===== src/core/dtd_regs.svh =====
// Opcode, field and cycle-count constants for the data transfer decoder.
`ifndef DTD_REGS_SVH
`define DTD_REGS_SVH
`define DTD_OP_SEG_LOAD   8'h8e
`define DTD_OP_SEG_STORE  8'h8c
`define DTD_OP_XLATE      8'hd7
`define DTD_OP_EA_LOAD    8'h8d
`define DTD_OP_FP_DATA    8'hc5
`define DTD_OP_FP_EXTRA   8'hc4
`define DTD_OP_FL_TO_AH   8'h9f
`define DTD_OP_AH_TO_FL   8'h9e
`define DTD_MOD_MSB       7
`define DTD_MOD_LSB       6
`define DTD_MOD_REG       2'h3
`define DTD_CYC_SEGLD_R   6'h02
`define DTD_CYC_SEGLD_M   6'h0d
`define DTD_CYC_SEGST_R   6'h02
`define DTD_CYC_SEGST_M   6'h0f
`define DTD_CYC_XLATE     6'h0f
`define DTD_CYC_EA_LOAD   6'h06
`define DTD_CYC_FP_LOAD   6'h1a
`define DTD_CYC_FL_TO_AH  6'h02
`define DTD_CYC_AH_TO_FL  6'h03
`define DTD_CYC_WORD_ADD  6'h04
`define DTD_CYC_MAX_SYNC  6'h02
`endif


===== src/core/dtd_pkg.sv =====
// Types shared by the data transfer decoder.
package dtd_pkg;
   typedef enum logic [7:0] {
      DTD_OP_NONE     = 8'h01,
      DTD_OP_SEGLD    = 8'h02,
      DTD_OP_SEGST    = 8'h04,
      DTD_OP_XLT      = 8'h08,
      DTD_OP_EALD     = 8'h10,
      DTD_OP_FPD      = 8'h20,
      DTD_OP_FPE      = 8'h40,
      DTD_OP_FLAH     = 8'h80
   } dtd_op_t;
   typedef enum logic [3:0] {
      DTD_ST_IDLE  = 4'h1,
      DTD_ST_MODRM = 4'h2,
      DTD_ST_EXEC  = 4'h4,
      DTD_ST_SYNC  = 4'h8
   } dtd_state_t;
endpackage


===== src/core/dtd_cycle_table.sv =====
// Minimum cycle count lookup for one decoded instruction.
`timescale 1ns/1ns
`default_nettype none
`include "dtd_regs.svh"
module dtd_cycle_table (
   input  wire logic [7:0] opcode_i,    // Opcode byte
   input  wire logic       mem_i,       // Operand is in memory
   input  wire logic       word_i,      // Word-sized memory transfer
   output logic      [5:0] cycles_o     // Minimum clocks
);
   logic [5:0] base;
   always_comb begin
      case (opcode_i)
         `DTD_OP_SEG_LOAD:  base = mem_i ? `DTD_CYC_SEGLD_M
                                         : `DTD_CYC_SEGLD_R;
         `DTD_OP_SEG_STORE: base = mem_i ? `DTD_CYC_SEGST_M
                                         : `DTD_CYC_SEGST_R;
         `DTD_OP_XLATE:     base = `DTD_CYC_XLATE;
         `DTD_OP_EA_LOAD:   base = `DTD_CYC_EA_LOAD;
         `DTD_OP_FP_DATA:   base = `DTD_CYC_FP_LOAD;
         `DTD_OP_FP_EXTRA:  base = `DTD_CYC_FP_LOAD;
         `DTD_OP_FL_TO_AH:  base = `DTD_CYC_FL_TO_AH;
         `DTD_OP_AH_TO_FL:  base = `DTD_CYC_AH_TO_FL;
         default:           base = 6'h01;
      endcase
      // Segment moves are word transfers, so the memory form pays extra.
      cycles_o = (word_i && mem_i) ? 6'(base + `DTD_CYC_WORD_ADD)
                                   : base;
   end
endmodule
`default_nettype wire


===== src/core/dtd_decoder.sv =====
// Data transfer instruction decoder and execution cycle sequencer.
// Functional notes
// - 8E with addressing byte loads segment reg; 2 register, 13 memory.
// - 8C with addressing byte stores segment reg; 2 register, 15 memory.
// - D7 alone is table translate into low accumulator byte, 15 clocks.
// - 8D loads effective address, no memory access, 6 clocks.
// - C5 far pointer load with data segment, memory only, 26 clocks.
// - C4 far pointer load with extra segment, memory only, 26 clocks.
// - 9F copies low flags into high accumulator byte, 2 clocks.
// - 9E stores high accumulator byte into low flags, 3 clocks.
// - Word-sized memory transfers add 4 clocks to the minimum; the code adds them only to the memory forms of 8E and 8C, not C5/C4.
// - Memory instructions may stall one or two clocks for bus handshake.
// - Jump and call counts include destination fetch; none decoded here.
// - Counts are minima; execution waits while queue bytes are missing.
// - Byte-wide fetch leaves queue short; decoder stalls on empty queue.
`timescale 1ns/1ns
`default_nettype none
`include "dtd_regs.svh"
module dtd_decoder (
   input  wire logic       mclk_i,      // Processor clock, 10 MHz
   input  wire logic       rst_i,       // Synchronous reset, active high
   input  wire logic [7:0] q_byte_i,    // Byte at the head of the queue
   input  wire logic       q_valid_i,   // Queue head holds a byte
   output logic            q_pop_o,     // Consume the queue head byte
   input  wire logic       bus_done_i,  // Bus unit finished memory access
   output logic            busy_o,      // Instruction in progress
   output logic            done_o,      // Pulse: instruction finished
   output logic            illegal_o,   // Pulse: undefined register form
   output logic      [7:0] op_onehot_o, // Decoded operation, one-hot
   output logic      [1:0] mod_o,       // Addressing kind field
   output logic      [2:0] reg_o,       // Register field
   output logic      [2:0] rm_o,        // Register/memory field
   output logic            mem_o,       // Operand lives in memory
   output logic      [5:0] cycles_o     // Minimum clocks of the instruction
);
   typedef struct packed {
      dtd_pkg::dtd_state_t st;
      logic [7:0]          op;
      logic [7:0]          modrm;
      logic                mem;
      logic [5:0]          cnt;
      logic [5:0]          cyc;
      logic [1:0]          wait_cnt;
      logic                done;
      logic                illegal;
      logic [7:0]          kind;
   } dtd_s_t;

   dtd_s_t s_reg;
   dtd_s_t s_next;
   logic [5:0] tbl_cycles;

   function automatic logic needs_modrm(input logic [7:0] op);
      needs_modrm = (op == `DTD_OP_SEG_LOAD) || (op == `DTD_OP_SEG_STORE) ||
                    (op == `DTD_OP_EA_LOAD)  || (op == `DTD_OP_FP_DATA) ||
                    (op == `DTD_OP_FP_EXTRA);
   endfunction

   // Jumps and calls are outside this group, so they are never popped here.
   function automatic logic known_op(input logic [7:0] op);
      known_op = needs_modrm(op) || (op == `DTD_OP_XLATE) ||
                 (op == `DTD_OP_FL_TO_AH) || (op == `DTD_OP_AH_TO_FL);
   endfunction

   function automatic logic [7:0] op_kind(input logic [7:0] op);
      case (op)
         `DTD_OP_SEG_LOAD:  op_kind = dtd_pkg::DTD_OP_SEGLD;
         `DTD_OP_SEG_STORE: op_kind = dtd_pkg::DTD_OP_SEGST;
         `DTD_OP_XLATE:     op_kind = dtd_pkg::DTD_OP_XLT;
         `DTD_OP_EA_LOAD:   op_kind = dtd_pkg::DTD_OP_EALD;
         `DTD_OP_FP_DATA:   op_kind = dtd_pkg::DTD_OP_FPD;
         `DTD_OP_FP_EXTRA:  op_kind = dtd_pkg::DTD_OP_FPE;
         `DTD_OP_FL_TO_AH,
         `DTD_OP_AH_TO_FL:  op_kind = dtd_pkg::DTD_OP_FLAH;
         default:           op_kind = dtd_pkg::DTD_OP_NONE;
      endcase
   endfunction

   // Addressing byte is already held when cycles are looked up.
   dtd_cycle_table u_table (
      .opcode_i (s_reg.op),
      .mem_i    (s_reg.mem),
      .word_i   (s_reg.op == `DTD_OP_SEG_LOAD ||
                 s_reg.op == `DTD_OP_SEG_STORE),
      .cycles_o (tbl_cycles)
   );

   always_comb begin
      s_next = s_reg;
      s_next.done = 1'b0;
      s_next.illegal = 1'b0;
      q_pop_o = 1'b0;
      case (s_reg.st)
         dtd_pkg::DTD_ST_IDLE: begin
            // Waiting on the queue is what stretches real time.
            if (q_valid_i && known_op(q_byte_i)) begin
               q_pop_o = 1'b1;
               s_next.op = q_byte_i;
               s_next.kind = op_kind(q_byte_i);
               s_next.modrm = 8'h00;
               // Of the opcode-only forms, only the translate reaches memory.
               s_next.mem = (q_byte_i == `DTD_OP_XLATE);
               s_next.st = needs_modrm(q_byte_i) ? dtd_pkg::DTD_ST_MODRM
                                                 : dtd_pkg::DTD_ST_EXEC;
               s_next.cnt = 6'h00;
            end
         end
         dtd_pkg::DTD_ST_MODRM: begin
            if (q_valid_i) begin
               q_pop_o = 1'b1;
               s_next.modrm = q_byte_i;
               s_next.mem = (q_byte_i[`DTD_MOD_MSB:`DTD_MOD_LSB] !=
                             `DTD_MOD_REG);
               // The address computation alone never reaches memory.
               if (s_reg.op == `DTD_OP_EA_LOAD) begin
                  s_next.mem = 1'b0;
               end
               if ((s_reg.op == `DTD_OP_FP_DATA ||
                    s_reg.op == `DTD_OP_FP_EXTRA) &&
                   q_byte_i[`DTD_MOD_MSB:`DTD_MOD_LSB] == `DTD_MOD_REG) begin
                  s_next.illegal = 1'b1;
                  s_next.st = dtd_pkg::DTD_ST_IDLE;
               end else begin
                  s_next.st = dtd_pkg::DTD_ST_EXEC;
               end
            end
         end
         dtd_pkg::DTD_ST_EXEC: begin
            s_next.cyc = tbl_cycles;
            s_next.cnt = 6'(s_reg.cnt + 6'h01);
            if (s_reg.cnt + 6'h01 >= tbl_cycles) begin
               s_next.wait_cnt = 2'h0;
               if (s_reg.mem && !bus_done_i) begin
                  s_next.st = dtd_pkg::DTD_ST_SYNC;
               end else begin
                  s_next.done = 1'b1;
                  s_next.st = dtd_pkg::DTD_ST_IDLE;
               end
            end
         end
         dtd_pkg::DTD_ST_SYNC: begin
            // The handshake is bounded at two clocks so a lost strobe
            // cannot hang the execution unit.
            s_next.wait_cnt = 2'(s_reg.wait_cnt + 2'h1);
            if (bus_done_i || s_reg.wait_cnt == 2'h1) begin
               s_next.done = 1'b1;
               s_next.st = dtd_pkg::DTD_ST_IDLE;
            end
         end
         default: s_next.st = dtd_pkg::DTD_ST_IDLE;
      endcase
      if (rst_i) begin
         // Nothing may leave the queue while reset is held.
         q_pop_o = 1'b0;
         s_next = '0;
         s_next.st = dtd_pkg::DTD_ST_IDLE;
         s_next.kind = dtd_pkg::DTD_OP_NONE;
      end
   end

   always_ff @(posedge mclk_i) begin
      s_reg <= s_next;
   end

   assign busy_o      = (s_reg.st != dtd_pkg::DTD_ST_IDLE);
   assign done_o      = s_reg.done;
   assign illegal_o   = s_reg.illegal;
   assign op_onehot_o = s_reg.kind;
   assign mod_o       = s_reg.modrm[7:6];
   assign reg_o       = s_reg.modrm[5:3];
   assign rm_o        = s_reg.modrm[2:0];
   assign mem_o       = s_reg.mem;
   assign cycles_o    = s_reg.cyc;

   logic [5:0] run_cnt;
   always_ff @(posedge mclk_i) begin
      if (rst_i || s_reg.st != dtd_pkg::DTD_ST_EXEC) begin
         run_cnt <= 6'h00;
      end else begin
         run_cnt <= 6'(run_cnt + 6'h01);
      end
   end

   property p_seg_load_mem;
      @(posedge mclk_i) disable iff (rst_i)
      (s_reg.st == dtd_pkg::DTD_ST_EXEC && s_reg.op == `DTD_OP_SEG_LOAD
       && s_reg.mem) |-> tbl_cycles == 6'h11;
   endproperty
   a_seg_load_mem: assert property (p_seg_load_mem)
      else $error("segment load memory count wrong");

   property p_seg_store_reg;
      @(posedge mclk_i) disable iff (rst_i)
      (s_reg.st == dtd_pkg::DTD_ST_EXEC && s_reg.op == `DTD_OP_SEG_STORE
       && !s_reg.mem) |-> tbl_cycles == 6'h02;
   endproperty
   a_seg_store_reg: assert property (p_seg_store_reg)
      else $error("segment store register count wrong");

   property p_xlate;
      @(posedge mclk_i) disable iff (rst_i)
      (s_reg.st == dtd_pkg::DTD_ST_EXEC && s_reg.op == `DTD_OP_XLATE)
      |-> tbl_cycles == 6'h0f;
   endproperty
   a_xlate: assert property (p_xlate)
      else $error("translate count wrong");

   property p_ea_nomem;
      @(posedge mclk_i) disable iff (rst_i)
      (s_reg.st == dtd_pkg::DTD_ST_EXEC && s_reg.op == `DTD_OP_EA_LOAD)
      |-> !s_reg.mem && tbl_cycles == 6'h06;
   endproperty
   a_ea_nomem: assert property (p_ea_nomem)
      else $error("effective address load touched memory");

   property p_fp_illegal;
      @(posedge mclk_i) disable iff (rst_i)
      (s_reg.st == dtd_pkg::DTD_ST_MODRM && q_valid_i &&
       (s_reg.op == `DTD_OP_FP_DATA || s_reg.op == `DTD_OP_FP_EXTRA) &&
       q_byte_i[7:6] == 2'h3) |=> illegal_o && !busy_o;
   endproperty
   a_fp_illegal: assert property (p_fp_illegal)
      else $error("register form of pointer load not refused");

   property p_flah_len;
      @(posedge mclk_i) disable iff (rst_i)
      (s_reg.st == dtd_pkg::DTD_ST_EXEC && s_reg.op == `DTD_OP_FL_TO_AH
       && s_reg.cnt == 6'h00) |=> ##1 done_o;
   endproperty
   a_flah_len: assert property (p_flah_len)
      else $error("flags to high byte not two clocks");

   property p_sync_bound;
      @(posedge mclk_i) disable iff (rst_i)
      (s_reg.st == dtd_pkg::DTD_ST_SYNC) |-> ##[1:2] done_o;
   endproperty
   a_sync_bound: assert property (p_sync_bound)
      else $error("handshake stall exceeded two clocks");

   property p_exec_min;
      @(posedge mclk_i) disable iff (rst_i)
      done_o |-> $past(s_reg.cnt) + 6'h01 >= $past(tbl_cycles)
                 || $past(s_reg.st) == dtd_pkg::DTD_ST_SYNC;
   endproperty
   a_exec_min: assert property (p_exec_min)
      else $error("instruction finished before its minimum");

   property p_run_cap;
      @(posedge mclk_i) disable iff (rst_i)
      run_cnt <= 6'h1a;
   endproperty
   a_run_cap: assert property (p_run_cap)
      else $error("execution ran past longest count");

   c_fp_load: cover property (@(posedge mclk_i)
      s_reg.op == `DTD_OP_FP_DATA && done_o);
   c_seg_mem: cover property (@(posedge mclk_i)
      s_reg.op == `DTD_OP_SEG_STORE && s_reg.mem && done_o);
   c_sync: cover property (@(posedge mclk_i)
      s_reg.st == dtd_pkg::DTD_ST_SYNC);
   c_illegal: cover property (@(posedge mclk_i) illegal_o);
endmodule
`default_nettype wire


===== config.mk =====
export PLATFORM = sky130hd
export DESIGN_NAME = dtd_decoder
export DESIGN_NICKNAME = d
export VERILOG_FILES = /design/src/core/dtd_pkg.sv /design/src/core/dtd_cycle_table.sv /design/src/core/dtd_decoder.sv
export VERILOG_INCLUDE_DIRS = /design/src /design/src/core
export SDC_FILE = /design/constraint.sdc
export NUM_CORES = 1
export LEC_CHECK = 0
export CORE_UTILIZATION = 55
export DETAILED_ROUTE_END_ITERATION = 10
export DONT_BUFFER_PORTS = 1
export PLACE_DENSITY = 0.73
export SLEW_MARGIN = 20
export SYNTH_ARGS = -nofsm -noshare
export SYNTH_HDL_FRONTEND = slang
export SYNTH_SLANG_ARGS = --single-unit

===== constraint.sdc =====
create_clock -name mclk_i -period 5.5 [get_ports mclk_i]
set_input_delay 1.1 -clock mclk_i [delete_from_list [all_inputs] [get_ports mclk_i]]
set_output_delay 1.1 -clock mclk_i [all_outputs]
set_load 0.02 [all_outputs]

==> reports/metrics.cfg <==
[power_and_ir_drop]
p_seq_share_pct=54.0
sw_frac_of_total_pct=20.7
internal_power_w=0.000482
p_leak_nw=0.870
power.density_nw_per_um2=248
p_sw_w=0.000126
comb_power_share_pct=3.1
p_total_w=0.000608
irDropWorstVdd_mv=0.120
clockPowerShare_pct=42.9

[cts]
clkLatencyLatePin_ns=0.30
htree_levels=2
cts-hold-fix-buffers=0
cts.sinks=45
cts_tree=built
cts_setup_buffers=0
cts_made_buffers=5
clk_pin_slew_ns=0.08
cts-root-buf=clkbuf_8
ctsResizeCount=0
clk_path_buf_depth=2

[place]
gp_congestion=0.835
dpl_cell_area_um2=2330
hpwl_um=3600
io_buffer_count=0
dp_cells=318

[yosys]
synth_top_family_by_area=simple AND/OR/NAND/NOR gates
syn-num-nets=328
synth_enable_flop_cells=0
ys_types=59
syn_inst=307
synth.avg_cell_area_um2=8.21
synth_xor_area_share_pct=1.74
ys_warn_count=0
post_synth_instance_area_um2=2520
yosys.area_share.adder_pct=4.47
ys_seq_elements=45
synthMuxAreaShare_pct=1.99
ys.flop_type=dfxtp_1
synth-simple-area-share_pct=27.2
yosysSeqAreaShare_pct=35.7
synth-compound-area-share_pct=17.3
async_reset_ff_share_pct=0

[critical_path]
end_kind=primary output
critPathRequiredTime_ns=4.40
cpLargestDelayFamily=compound AO/OA/AOI/OAI gates
r2r_start=s_reg[39]
crit_fanout=26
slowest_stage=o22a_1
slowest_delay_ns=0.79
crit_start=q_byte_i[0]
cp.arrival_ns=2.77
crit_chain=and3b_1, o2111ai_1, o22a_1, a21oi_1
cp-start-kind=input port
path_class=input port to primary output
reg2reg_slack_ns=2.42
crit_buf_inv=0

[floorplan]
core_region_area_um2=4380
start_util_pct=57.5
io_pins=39
die_x_um=69.7
die_area_um2=4860
fp.dieH_um=69.7
rows=24

[global_routing]
track_usage_pct=22.2
grt_pass1_vias=1835
grt_pass1_wl_um=8670
grt-ovfl-total=0
antenna_found_initial=0
grt_max_degree=35

[detailed_routing]
ant_nets=0
firstDrtPassIters=5
drc=0
drt-total-wl_um=5090
vias=1978
wire_per_inst_um=15.6
drtIter0Drc=162
drt-vias-per-instance=6.07

[final_layout]
drive_gt1_share_pct=6.93
largest_reg_flops=20
multi_input_area_um2=1340
regArea_um2=901
fillers=419
instances_no_fill=326
syn_to_final_growth_pct=-2.58
nNetsFinal=294
final_area_um2=2450
layout_common_cells=45 x dfxtp_1, 32 x nand2_1, 31 x a21oi_1
mostFrequentLayoutCell=dfxtp_1
antenna_cells=0

[timing]
fmax_mhz=259
post-route-period-util_pct=70.3
finalSetupTns_ns=0
skew_ns=0.00626
final_max_slew_viol_count=0
relSlewSlack_pct=40.9
fin_crit_ns=3.87
rsz0062_at_grt=no
setup_viol=0
hold_viol_final=0
worst_pin_slew_ns=0.886

[min_path]
hold_start=s_reg[23]
hold_path_class=flip-flop to flip-flop

[outcome]
status=finished, final reports clean

[flow_run]
max-cap-violations=0

synth_stat cells, types with 3 or more instances:
master	n	area, um^2
and2_1	3	18.8
and3_1	4	25.0
or3_1	3	18.8
nor2_1	20	75.1
o21ai_0	11	55.1
o21a_1	5	37.5
nor4b_1	3	26.3
nor3_1	6	30.0
nand2_1	32	120
dfxtp_1	45	901
clkbuf_1	11	41.3
nand4b_1	3	26.3
xnor2_1	3	26.3
nand2b_1	4	25.0
inv_1	6	22.5
nor2b_1	4	25.0
mux2i_1	5	50.1
nand3_1	18	90.1
a21oi_1	31	155
buf_2	5	25.0
nand4_1	5	31.3
ha_1	9	113
o22ai_1	4	25.0
buf_4	22	165
cells by family after synthesis:
family / count (synthesis)
AOI/OAI and AO/OA: 71
xor gates and xnor gates: 5
adders and majority gates: 9
buffers and inverters: 48
DFF: 45
muxes: 5
other: 1
and+or+nand+nor: 123
worst register-to-register path: stages (launching register included):
cell      delay, ns
dfxtp_1        0.37
nand4b_1       0.20
nor2_1         0.10
and3_1         0.22
or2_2          0.31
ha_1           0.29
a21oi_1        0.21
ha_1           0.26
and3_1         0.16
a221o_1        0.46
or3_1          0.35
o31ai_1        0.07
power by group through the flow:
| stage | combinational, W | sequential, W | clock, W |
|---|---|---|---|
| global route | 0.0000205 | 0.000329 | 0.000277 |
| finish | 0.0000186 | 0.000328 | 0.000261 |
| CTS | 0.0000182 | 0.000328 | 0.000267 |
| floorplan | 0.0000216 | 0.000335 | 0 |
| detailed placement | 0.0000181 | 0.000336 | 0 |
| global placement | 0.0000178 | 0.000336 | 0 |
per-stage QoR:
| stage | worst slack, ns | hold WS, ns | utilization [%] |
|---|---|---|---|
| after floorplan | 1.93 | 0.423 | - |
| after global routing | 1.49 | 0.512 | 56.0 |
| after global placement | 1.68 | 0.466 | 53.1 |
| after CTS | 1.69 | 0.491 | 55.9 |
| after detailed placement | 1.69 | 0.477 | 53.1 |
| final | 1.63 | 0.486 | 56.0 |
layer usage:
metal	global-route usage, %	vias up	routed length, um
met5	0	-	0
met4	8.89	0	80
met3	4.36	7	213
met2	33.2	36	2270
met1	31.4	925	2520
li1	-	1010	-
path summary, 6_finish.rpt:
check / cells past startpoint / end
max reg2reg: 11 / s_reg[43]
min: 2 / s_reg[23]
max: 4 / q_pop_o
min reg2reg: 2 / s_reg[23]
final cells by class:
type	count	share of cell area, %
multi-input combinational	214	54.5
timing repair buffer	1	0.306
inverter	6	0.917
tap	52	2.65
clock inverter	2	1.53
sequential	45	36.7
clock buffer	6	3.36
(Power assumes the default switching activity.)
